**src/logic/fpss_pkg.sv**
```systemverilog
package fpss_pkg;
   // ---------------------------------------------------------------
   // Command codes
   // ---------------------------------------------------------------
   localparam logic [7:0] CMD_PROG_SETUP = 8'h40;
   localparam logic [7:0] CMD_PROG_ALT = 8'h10;
   localparam logic [7:0] CMD_READ_ARRAY = 8'hFF;
   localparam logic [7:0] CMD_READ_STATUS = 8'h70;
   localparam logic [7:0] CMD_CLEAR_STATUS = 8'h50;
   localparam logic [7:0] CMD_ERASE_SETUP = 8'h20;
   localparam logic [7:0] CMD_ERASE_CONFIRM = 8'hD0;
   localparam logic [7:0] CMD_SUSPEND = 8'hB0;
   localparam logic [7:0] CMD_RESUME = 8'hD0;
   // ---------------------------------------------------------------
   // Status bit positions
   // ---------------------------------------------------------------
   localparam int SR_READY = 7;
   localparam int SR_ERASE_SUSP = 6;
   localparam int SR_ERASE_ERR = 5;
   localparam int SR_PROG_ERR = 4;
   localparam int SR_VPP_LOW = 3;
   localparam int SR_PROG_SUSP = 2;
   localparam int SR_LOCK = 1;
   localparam logic [7:0] SR_RESET = 8'h80;
   // ---------------------------------------------------------------
   // Timing in cycles of the 100 MHz clock
   // ---------------------------------------------------------------
   localparam int CLK_MHZ = 100;
   localparam int PROG_TIME_US = 8;
   localparam int ERASE_TIME_US = 30;
   localparam int SUSP_LAT_NS = 50;
   localparam int PROG_CYC = PROG_TIME_US * CLK_MHZ;
   localparam int ERASE_CYC = ERASE_TIME_US * CLK_MHZ;
   localparam int SUSP_CYC = (SUSP_LAT_NS * CLK_MHZ + 999) / 1000;
   localparam int CNT_W = 16;
endpackage

```
**src/logic/fpss_if.sv**
```systemverilog
`timescale 1ns/1ps
// Bus cycles between host and flash: one write or read per strobe
interface fpss_if #(parameter int AW = 16, parameter int DW = 16);
   logic ce_n;
   logic we;
   logic rd;
   logic [AW-1:0] addr;
   logic [DW-1:0] wdata;
   logic [DW-1:0] rdata;
   logic rvalid;
   modport dev (input ce_n, input we, input rd, input addr, input wdata,
      output rdata, output rvalid);
   modport host (output ce_n, output we, output rd, output addr, output wdata,
      input rdata, input rvalid);
endinterface

```
**src/logic/fpss_device.sv**
```systemverilog
// Chosen here: the block size (BLK_SHIFT) and the plain strobed port.
`timescale 1ns/1ps
module fpss_device #(
   parameter int AW = 16,
   parameter int DW = 16,
   parameter int PROG_CYCLES = fpss_pkg::PROG_CYC,
   parameter int ERASE_CYCLES = fpss_pkg::ERASE_CYC,
   parameter int SUSP_CYCLES = fpss_pkg::SUSP_CYC,
   parameter int BLK_SHIFT = 12
) (
   // Clock and reset
   input wire logic CLK_IN,
   input wire logic RST_IN,
   // Bus from host
   fpss_if.dev BUS,
   // Array port, fault inputs, standby and busy outputs
   input wire logic [DW-1:0] ARRAY_DATA_IN,
   input wire logic PROG_FAIL_IN,
   input wire logic VPP_LOW_IN,
   input wire logic LOCKED_IN,
   output logic [AW-1:0] ARRAY_ADDR_OUT,
   output logic STANDBY_OUT,
   output logic BUSY_OUT
);
   // ---------------------------------------------------------------
   // State types
   // ---------------------------------------------------------------
   typedef enum logic [2:0] {
      ST_IDLE = 3'b000,
      ST_PSETUP = 3'b001,
      ST_PROG = 3'b010,
      ST_ESETUP = 3'b011,
      ST_ERASE = 3'b100
   } fpss_st_e;
   typedef enum logic [1:0] {
      EN_NONE = 2'b00,
      EN_RUN = 2'b01,
      EN_SUSPING = 2'b10,
      EN_SUSP = 2'b11
   } fpss_sub_e;

   localparam int CNT_W_L = fpss_pkg::CNT_W;
   fpss_st_e st_r;
   fpss_sub_e er_r, pg_r;
   logic [7:0] sr_r;
   logic rd_status_r;
   logic [CNT_W_L-1:0] pcnt_r, ecnt_r;
   logic [CNT_W_L-1:0] slat_r;
   logic [AW-1:0] paddr_r, eaddr_r;
   logic [DW-1:0] rdata_r;
   logic rvalid_r;

   // ---------------------------------------------------------------
   // Command decode
   // ---------------------------------------------------------------
   wire wr = BUS.we && !BUS.ce_n;
   wire [7:0] cmd = BUS.wdata[7:0];
   wire is_prog = (cmd == fpss_pkg::CMD_PROG_SETUP) || (cmd == fpss_pkg::CMD_PROG_ALT);
   wire e_susp = (er_r == EN_SUSP);
   wire p_susp = (pg_r == EN_SUSP);
   wire same_blk = (BUS.addr >> BLK_SHIFT) == (eaddr_r >> BLK_SHIFT);
   wire prog_run = (pg_r == EN_RUN);
   wire prog_done = prog_run && (pcnt_r == '0);
   wire erase_done = (er_r == EN_RUN) && (ecnt_r == '0) && (pg_r == EN_NONE);
   // Fault at program end and program suspend taking hold, so a set beats a clear
   wire fault_any = PROG_FAIL_IN | VPP_LOW_IN | LOCKED_IN;
   wire psusp_set = (pg_r == EN_SUSPING) && (slat_r == '0);
   // Accepted commands during suspends; others are improper
   wire ok_psusp = (cmd == fpss_pkg::CMD_READ_ARRAY) || (cmd == fpss_pkg::CMD_READ_STATUS)
      || (cmd == fpss_pkg::CMD_RESUME);
   wire ok_esusp = ok_psusp || is_prog || (cmd == fpss_pkg::CMD_SUSPEND);
   wire bad_cmd = wr && (st_r == ST_IDLE) && (p_susp ? !ok_psusp : (e_susp && !ok_esusp));

   // ---------------------------------------------------------------
   // Sequencer
   // ---------------------------------------------------------------
   always_ff @(posedge CLK_IN) begin
      if (RST_IN) begin
         st_r <= ST_IDLE;
         er_r <= EN_NONE;
         pg_r <= EN_NONE;
         sr_r <= fpss_pkg::SR_RESET;
         rd_status_r <= 1'b0;
         pcnt_r <= '0;
         ecnt_r <= '0;
         slat_r <= '0;
         paddr_r <= '0;
         eaddr_r <= '0;
      end else begin
         // Program and erase countdown and completion
         if (prog_run && pcnt_r != '0) pcnt_r <= pcnt_r - 1'b1;
         if (er_r == EN_RUN && pg_r == EN_NONE && ecnt_r != '0) ecnt_r <= ecnt_r - 1'b1;
         if (prog_done) begin
            pg_r <= EN_NONE;
            sr_r[fpss_pkg::SR_READY] <= 1'b1;
            // Error bits stay set until a clear status command
            sr_r[fpss_pkg::SR_PROG_ERR] <= sr_r[fpss_pkg::SR_PROG_ERR] | fault_any;
            sr_r[fpss_pkg::SR_VPP_LOW] <= sr_r[fpss_pkg::SR_VPP_LOW] | VPP_LOW_IN;
            sr_r[fpss_pkg::SR_LOCK] <= sr_r[fpss_pkg::SR_LOCK] | LOCKED_IN;
            // Nested program done: erase stays suspended, ready stays set
            if (er_r != EN_NONE) sr_r[fpss_pkg::SR_READY] <= 1'b1;
         end
         if (erase_done) begin
            er_r <= EN_NONE;
            sr_r[fpss_pkg::SR_READY] <= 1'b1;
         end
         // Suspend latency
         if (pg_r == EN_SUSPING || er_r == EN_SUSPING) begin
            if (slat_r != '0) slat_r <= slat_r - 1'b1;
            else if (pg_r == EN_SUSPING) begin
               pg_r <= EN_SUSP;
               sr_r[fpss_pkg::SR_READY] <= 1'b1;
               sr_r[fpss_pkg::SR_PROG_SUSP] <= 1'b1;
            end else begin
               er_r <= EN_SUSP;
               sr_r[fpss_pkg::SR_READY] <= 1'b1;
               sr_r[fpss_pkg::SR_ERASE_SUSP] <= 1'b1;
            end
         end
         if (bad_cmd) begin
            sr_r[fpss_pkg::SR_ERASE_ERR] <= 1'b1;
            sr_r[fpss_pkg::SR_PROG_ERR] <= 1'b1;
            rd_status_r <= 1'b1;
         end else if (wr) begin
            unique case (st_r)
               ST_PSETUP: begin
                  // Second write: address and data, start algorithm
                  st_r <= ST_IDLE;
                  pg_r <= EN_RUN;
                  paddr_r <= BUS.addr;
                  pcnt_r <= CNT_W_L'(PROG_CYCLES);
                  sr_r[fpss_pkg::SR_READY] <= 1'b0;
                  rd_status_r <= 1'b1;
               end
               ST_ESETUP: begin
                  st_r <= ST_IDLE;
                  rd_status_r <= 1'b1;
                  if (cmd == fpss_pkg::CMD_ERASE_CONFIRM) begin
                     er_r <= EN_RUN;
                     eaddr_r <= BUS.addr;
                     ecnt_r <= CNT_W_L'(ERASE_CYCLES);
                     sr_r[fpss_pkg::SR_READY] <= 1'b0;
                  end else begin
                     sr_r[fpss_pkg::SR_ERASE_ERR] <= 1'b1;
                     sr_r[fpss_pkg::SR_PROG_ERR] <= 1'b1;
                  end
               end
               default: begin
                  // Only read array ends status mode; clear status and the setups keep it, others select it
                  if (is_prog && pg_r == EN_NONE && er_r != EN_RUN
                        && er_r != EN_SUSPING) begin
                     st_r <= ST_PSETUP;
                  end else if (cmd == fpss_pkg::CMD_ERASE_SETUP && er_r == EN_NONE
                        && pg_r == EN_NONE) begin
                     st_r <= ST_ESETUP;
                  end else if (cmd == fpss_pkg::CMD_SUSPEND) begin
                     if (prog_run) begin
                        pg_r <= EN_SUSPING;
                        slat_r <= CNT_W_L'(SUSP_CYCLES);
                     end else if (er_r == EN_RUN && pg_r == EN_NONE) begin
                        er_r <= EN_SUSPING;
                        slat_r <= CNT_W_L'(SUSP_CYCLES);
                     end
                     rd_status_r <= 1'b1;
                  end else if (cmd == fpss_pkg::CMD_RESUME && p_susp) begin
                     pg_r <= EN_RUN;
                     sr_r[fpss_pkg::SR_READY] <= 1'b0;
                     sr_r[fpss_pkg::SR_PROG_SUSP] <= 1'b0;
                     rd_status_r <= 1'b1;
                  end else if (cmd == fpss_pkg::CMD_RESUME && e_susp) begin
                     er_r <= EN_RUN;
                     sr_r[fpss_pkg::SR_READY] <= 1'b0;
                     sr_r[fpss_pkg::SR_ERASE_SUSP] <= 1'b0;
                     rd_status_r <= 1'b1;
                  end else if (cmd == fpss_pkg::CMD_CLEAR_STATUS) begin
                     // A flag set in this same cycle wins over the clear
                     sr_r[fpss_pkg::SR_ERASE_ERR] <= 1'b0;
                     sr_r[fpss_pkg::SR_PROG_ERR] <= prog_done && fault_any;
                     sr_r[fpss_pkg::SR_VPP_LOW] <= prog_done && VPP_LOW_IN;
                     sr_r[fpss_pkg::SR_PROG_SUSP] <= psusp_set;
                     sr_r[fpss_pkg::SR_LOCK] <= prog_done && LOCKED_IN;
                  end else if (cmd == fpss_pkg::CMD_READ_ARRAY) begin
                     rd_status_r <= 1'b0;
                  end else begin
                     rd_status_r <= 1'b1;
                  end
               end
            endcase
         end
      end
   end

   // ---------------------------------------------------------------
   // Read path: status or array, one cycle later
   // ---------------------------------------------------------------
   always_ff @(posedge CLK_IN) begin
      if (RST_IN) begin
         rdata_r <= '0;
         rvalid_r <= 1'b0;
      end else begin
         rvalid_r <= BUS.rd && !BUS.ce_n;
         rdata_r <= (rd_status_r || pg_r == EN_RUN) ? DW'(sr_r) : ARRAY_DATA_IN;
      end
   end

   // Outputs
   assign ARRAY_ADDR_OUT = BUS.addr;
   assign BUS.rdata = rdata_r;
   assign BUS.rvalid = rvalid_r;
   assign STANDBY_OUT = BUS.ce_n && e_susp;
   assign BUSY_OUT = !sr_r[fpss_pkg::SR_READY];
   wire unused_ok = same_blk ^ (|paddr_r) ^ erase_done;
endmodule

```
**src/flat_wrapper.sv**
```systemverilog
// flat-port wrapper written by rule: the top's interface ports become plain ports
module fpss_device_flat 
#(
   parameter int AW = 16,
   parameter int DW = 16,
   parameter int PROG_CYCLES = fpss_pkg::PROG_CYC,
   parameter int ERASE_CYCLES = fpss_pkg::ERASE_CYC,
   parameter int SUSP_CYCLES = fpss_pkg::SUSP_CYC,
   parameter int BLK_SHIFT = 12
)
  (CLK_IN, RST_IN, ARRAY_DATA_IN, PROG_FAIL_IN, VPP_LOW_IN, LOCKED_IN, ARRAY_ADDR_OUT, STANDBY_OUT, BUSY_OUT, BUS_ce_n, BUS_we, BUS_rd, BUS_addr, BUS_wdata, BUS_rdata, BUS_rvalid);
  fpss_if #(.AW(AW), .DW(DW)) BUS_i ();
  input wire logic CLK_IN;
  input wire logic RST_IN;
  input wire logic [DW-1:0] ARRAY_DATA_IN;
  input wire logic PROG_FAIL_IN;
  input wire logic VPP_LOW_IN;
  input wire logic LOCKED_IN;
  output logic [AW-1:0] ARRAY_ADDR_OUT;
  output logic STANDBY_OUT;
  output logic BUSY_OUT;
  input wire logic [$bits(BUS_i.ce_n)-1:0] BUS_ce_n;
  input wire logic [$bits(BUS_i.we)-1:0] BUS_we;
  input wire logic [$bits(BUS_i.rd)-1:0] BUS_rd;
  input wire logic [$bits(BUS_i.addr)-1:0] BUS_addr;
  input wire logic [$bits(BUS_i.wdata)-1:0] BUS_wdata;
  output wire logic [$bits(BUS_i.rdata)-1:0] BUS_rdata;
  output wire logic [$bits(BUS_i.rvalid)-1:0] BUS_rvalid;
  assign BUS_i.ce_n = BUS_ce_n;
  assign BUS_i.we = BUS_we;
  assign BUS_i.rd = BUS_rd;
  assign BUS_i.addr = BUS_addr;
  assign BUS_i.wdata = BUS_wdata;
  assign BUS_rdata = BUS_i.rdata;
  assign BUS_rvalid = BUS_i.rvalid;
  fpss_device #(.AW(AW), .DW(DW), .PROG_CYCLES(PROG_CYCLES), .ERASE_CYCLES(ERASE_CYCLES), .SUSP_CYCLES(SUSP_CYCLES), .BLK_SHIFT(BLK_SHIFT)) u_core (.CLK_IN(CLK_IN), .RST_IN(RST_IN), .BUS(BUS_i), .ARRAY_DATA_IN(ARRAY_DATA_IN), .PROG_FAIL_IN(PROG_FAIL_IN), .VPP_LOW_IN(VPP_LOW_IN), .LOCKED_IN(LOCKED_IN), .ARRAY_ADDR_OUT(ARRAY_ADDR_OUT), .STANDBY_OUT(STANDBY_OUT), .BUSY_OUT(BUSY_OUT));
endmodule
```
**config.mk**
```make
export PLATFORM = sky130hd
export DESIGN_NAME = fpss_device_flat
export DESIGN_NICKNAME = d
export VERILOG_FILES = /design/src/logic/fpss_pkg.sv /design/src/logic/fpss_if.sv /design/src/logic/fpss_device.sv /design/src/flat_wrapper.sv
export SDC_FILE = /design/constraint.sdc
export NUM_CORES = 1
export LEC_CHECK = 0
export BUFFER_PORTS_ARGS = -buffer_cell sky130_fd_sc_hd__buf_2
export CORE_MARGIN = 3
export CORE_UTILIZATION = 55
export CTS_CLUSTER_SIZE = 25
export DETAILED_ROUTE_END_ITERATION = 16
export GPL_TIMING_DRIVEN = 0
export PLACE_DENSITY = 0.82
export SLEW_MARGIN = 20
export SYNTH_ARGS = -nofsm -noshare
export SYNTH_HDL_FRONTEND = slang
export SYNTH_SLANG_ARGS = --single-unit
```
**constraint.sdc**
```tcl
create_clock -name CLK_IN -period 4.85 [get_ports CLK_IN]
set_input_delay 0.485 -clock CLK_IN [delete_from_list [all_inputs] [get_ports CLK_IN]]
set_output_delay 0.485 -clock CLK_IN [all_outputs]
set_load 0.02 [all_outputs]
```
==> flow_metrics.env <==
export IMPL_synthToLayoutAreaGrowth_pct=17.28
export IMPL_cts_root_buffer="clkbuf_8"
export IMPL_grt_max_degree=15
export IMPL_place_congestion=1.020
export IMPL_cp_arrival_ns=2.72
export IMPL_synth_compound_area_frac=0.1557
export IMPL_path_max_fanout=10
export IMPL_finalWirelength_um=9385
export IMPL_fin_hold_ws_ns=0.3250
export IMPL_r2r_setup_slack_ns=2.35
export IMPL_finalHoldViolCount=0
export IMPL_maxCapViolations=0
export IMPL_timing_final_ws_setup_ns=2.347
export IMPL_ctsHoldBuffers=0
export IMPL_wire_per_inst_um=14.33
export IMPL_synth_area_top_cells="dfxtp_1, nor2_1, xnor2_1, a21oi_1, nand2_1"
export IMPL_ir_drop_uv=124.7
export IMPL_critPathCaptureType="flop"
export IMPL_setup_tns_ns=0
export IMPL_synth_top_cell_area_share=0.3985
export IMPL_synth_xor_area_frac=0.08386
export IMPL_clock_sinks=79
export IMPL_synthSimpleGateAreaFrac=0.2840
export IMPL_antenna_found_initial=0
export IMPL_pre_cts_slack_ns=2.220
export IMPL_fmax_mhz=399.6
export IMPL_synth_cell_area_um2=3969
export IMPL_syn_instance_count=479
export IMPL_syn_nets=540
export IMPL_cp_required_ns=5.07
export IMPL_ys_seq_area_frac=0.3985
export IMPL_synthAdderAreaFrac=0.01576
export IMPL_htreeDepth=3
export IMPL_synth_distinct_cells=58
export IMPL_yosys_warnings=0
export IMPL_drtPass1Iterations=5
export IMPL_io_pins=91
export IMPL_status="finished, final reports clean"
export IMPL_synthArstFlopShare=0
export IMPL_slew_viol_final=0
export IMPL_synth_top_family_by_area="simple AND/OR/NAND/NOR gates"
export IMPL_core_area_um2=6907
export IMPL_p_leak_uw=0.001906
export IMPL_postRouteAntennaNets=0
export IMPL_layout_nets=615
export IMPL_fp_dieArea_um2=8271
export IMPL_initial_core_util=0.5746
export IMPL_place_port_buffers=64
export IMPL_clk_path_buf_depth=2
export IMPL_cts_tree="yes"
export IMPL_drc=0
export IMPL_gr_usage_all_layers=0.2250
export IMPL_avgSynthCellArea_um2=8.286
export IMPL_synth_top_area_cell="dfxtp_1"
export IMPL_dp_hpwl_um=6964
export IMPL_fin_util=0.6739
export IMPL_setup_viol=0
export IMPL_clk_pin_slew_worst_paths_ns=0.09
export IMPL_setup_worst_path_class="flop to flop"
export IMPL_drt_iter0_markers=230
export IMPL_vias_per_cell=5.658
export IMPL_pwr_density_cell_nw_per_um2=291.9
export IMPL_ys_flop_type="dfxtp_1"
export IMPL_cts_setup_buffers=0
export IMPL_grt_pass1_wl_um=15530
export IMPL_hold_path_class="primary input to flop"
export IMPL_synth_edff_count=0
export IMPL_vias=3706
export IMPL_worst_slew_pin_transition_ns=0.7239
export IMPL_antenna_cells=0
export IMPL_min_period_over_period=0.5160
export IMPL_die_y_um=90.95
export IMPL_rsz0062_at_grt="false"
export IMPL_grt_overflow=0
export IMPL_cts_resized=0
export IMPL_crit_path_start_kind="flop"
export IMPL_ys_ff_latch=79
export IMPL_post_route_cells_drive_above_1_share=0.1986
export IMPL_grt_pass1_vias=3446
export IMPL_rows=30
export IMPL_fill_cells=616
export IMPL_cts_buffers=9
export IMPL_period_needed_ns=2.503
export IMPL_fin_skew_ns=0.01207
export IMPL_max_slew_margin_rel=0.5137
export IMPL_die_w_um=90.95
export IMPL_synthMuxAreaShare=0.002522
export IMPL_insertion_delay_ns=0.35
## critical path, cell delays in order (launching register included)
cell	delay [ns]
dfxtp_1	0.30
clkbuf_1	0.19
nor4bb_1	0.42
o311ai_0	0.19
and3_1	0.21
o21ai_1	0.46
buf_2	0.33
nand4b_1	0.18
a21oi_1	0.08
## power breakdown
group          internal [µW]  switching (µW)  total, µW
Sequential               657            1.85        659
Combinational           39.8            63.1        103
Clock                    347             250        597
Total                   1040             315       1360
## flip-flops by register name, indices dropped and copies added, names as in the netlist
name                flops
u_core.BUS.rvalid       1
u_core.sr_r             7
u_core.slat_r          16
u_core.er_r             2
u_core.ecnt_r          16
u_core.pg_r             2
u_core.rd_status_r      1
u_core.st_r             2
u_core.BUS.rdata       16
u_core.pcnt_r          16
## synthesized netlist by cell type, types with 5 or more instances
cell type / count
xor2_1: 13
nor3_1: 23
and3_1: 6
or3_1: 17
clkbuf_1: 15
a211oi_1: 7
nand4_1: 6
nor2_1: 60
inv_1: 9
a21oi_1: 38
nand2b_1: 8
nand2_1: 33
nand4b_1: 6
nor4_1: 8
xnor2_1: 25
ha_1: 5
and2_1: 12
nand3_1: 11
or4_1: 7
buf_4: 16
o31ai_1: 6
dfxtp_1: 79
o21ai_0: 18
## cell families after synthesis
kind of cell | count (synthesis)
simple gates | 214
xor+xnor | 38
buf+inv | 44
fa+ha+maj | 5
mux | 1
compound gates | 98
flops | 79
## layout make-up
type | count | area, µm² | area share
flip-flops and latches | 79 | 1582 | 0.3398
clock inverters | 6 | 117.6 | 0.02527
clock buffers | 10 | 127.6 | 0.02742
inverters | 9 | 33.78 | 0.007258
multi-input cells | 356 | 2151 | 0.4621
repair buffers | 64 | 320.3 | 0.06882
well taps | 96 | 120.1 | 0.02581
plain buffers | 35 | 202.7 | 0.04355
## placed cells by master (no fill, tap or decap), types with 5 or more instances in the layout
| cell type | n |
|---|---|
| dfxtp_1 | 79 |
| buf_2 | 67 |
| nor2_1 | 60 |
| a21oi_1 | 38 |
| nand2_1 | 33 |
| xnor2_1 | 25 |
| nor3_1 | 23 |
| o21ai_0 | 18 |
| or3_1 | 17 |
| clkbuf_1 | 16 |
| buf_4 | 16 |
| xor2_1 | 13 |
| and2_1 | 12 |
| nand3_1 | 11 |
| inv_1 | 9 |
| clkbuf_8 | 9 |
| nor4_1 | 8 |
| nand2b_1 | 8 |
| or4_1 | 7 |
| a211oi_1 | 7 |
| and3_1 | 6 |
| nand4_1 | 6 |
| nand4b_1 | 6 |
| o31ai_1 | 6 |
| ha_1 | 5 |
## through the flow
stage / power (µW) / cell area, µm² / std cells
3_3_place_gp: 774.9 / 4409 / 639
2_1_floorplan: 737.1 / 3969 / 479
3_5_place_dp: 777.1 / 4409 / 639
5_1_grt: 1401 / 4654 / 655
4_1_cts: 1364 / 4654 / 655
6_report: 1359 / 4654 / 655
## metal layers
| metal | GRT usage | vias up | routed length (µm) |
|---|---|---|---|
| met4 | 0.08040 | 0 | 170 |
| met3 | 0.05302 | 21 | 592 |
| met1 | 0.2923 | 1697 | 4248 |
| met5 | 0 | - | 0 |
| met2 | 0.3648 | 147 | 4374 |
| li1 | - | 1841 | - |
## worst paths after layout
check                                                  from                              end  depth (start not counted)
worst max-delay path            u_core.st_r[0]$_SDFFE_PP0P_      u_core.slat_r[0]$_SDFF_PP0_                          8
worst min-delay path                      ARRAY_DATA_IN[11]  u_core.BUS.rdata[11]$_SDFF_PP0_                          2
worst max register to register  u_core.st_r[0]$_SDFFE_PP0P_      u_core.slat_r[0]$_SDFF_PP0_                          8
worst min register to register  u_core.sr_r[5]$_SDFFE_PP0P_      u_core.sr_r[5]$_SDFFE_PP0P_                          1
No activity file was read; power rests on OpenSTA's default activity.
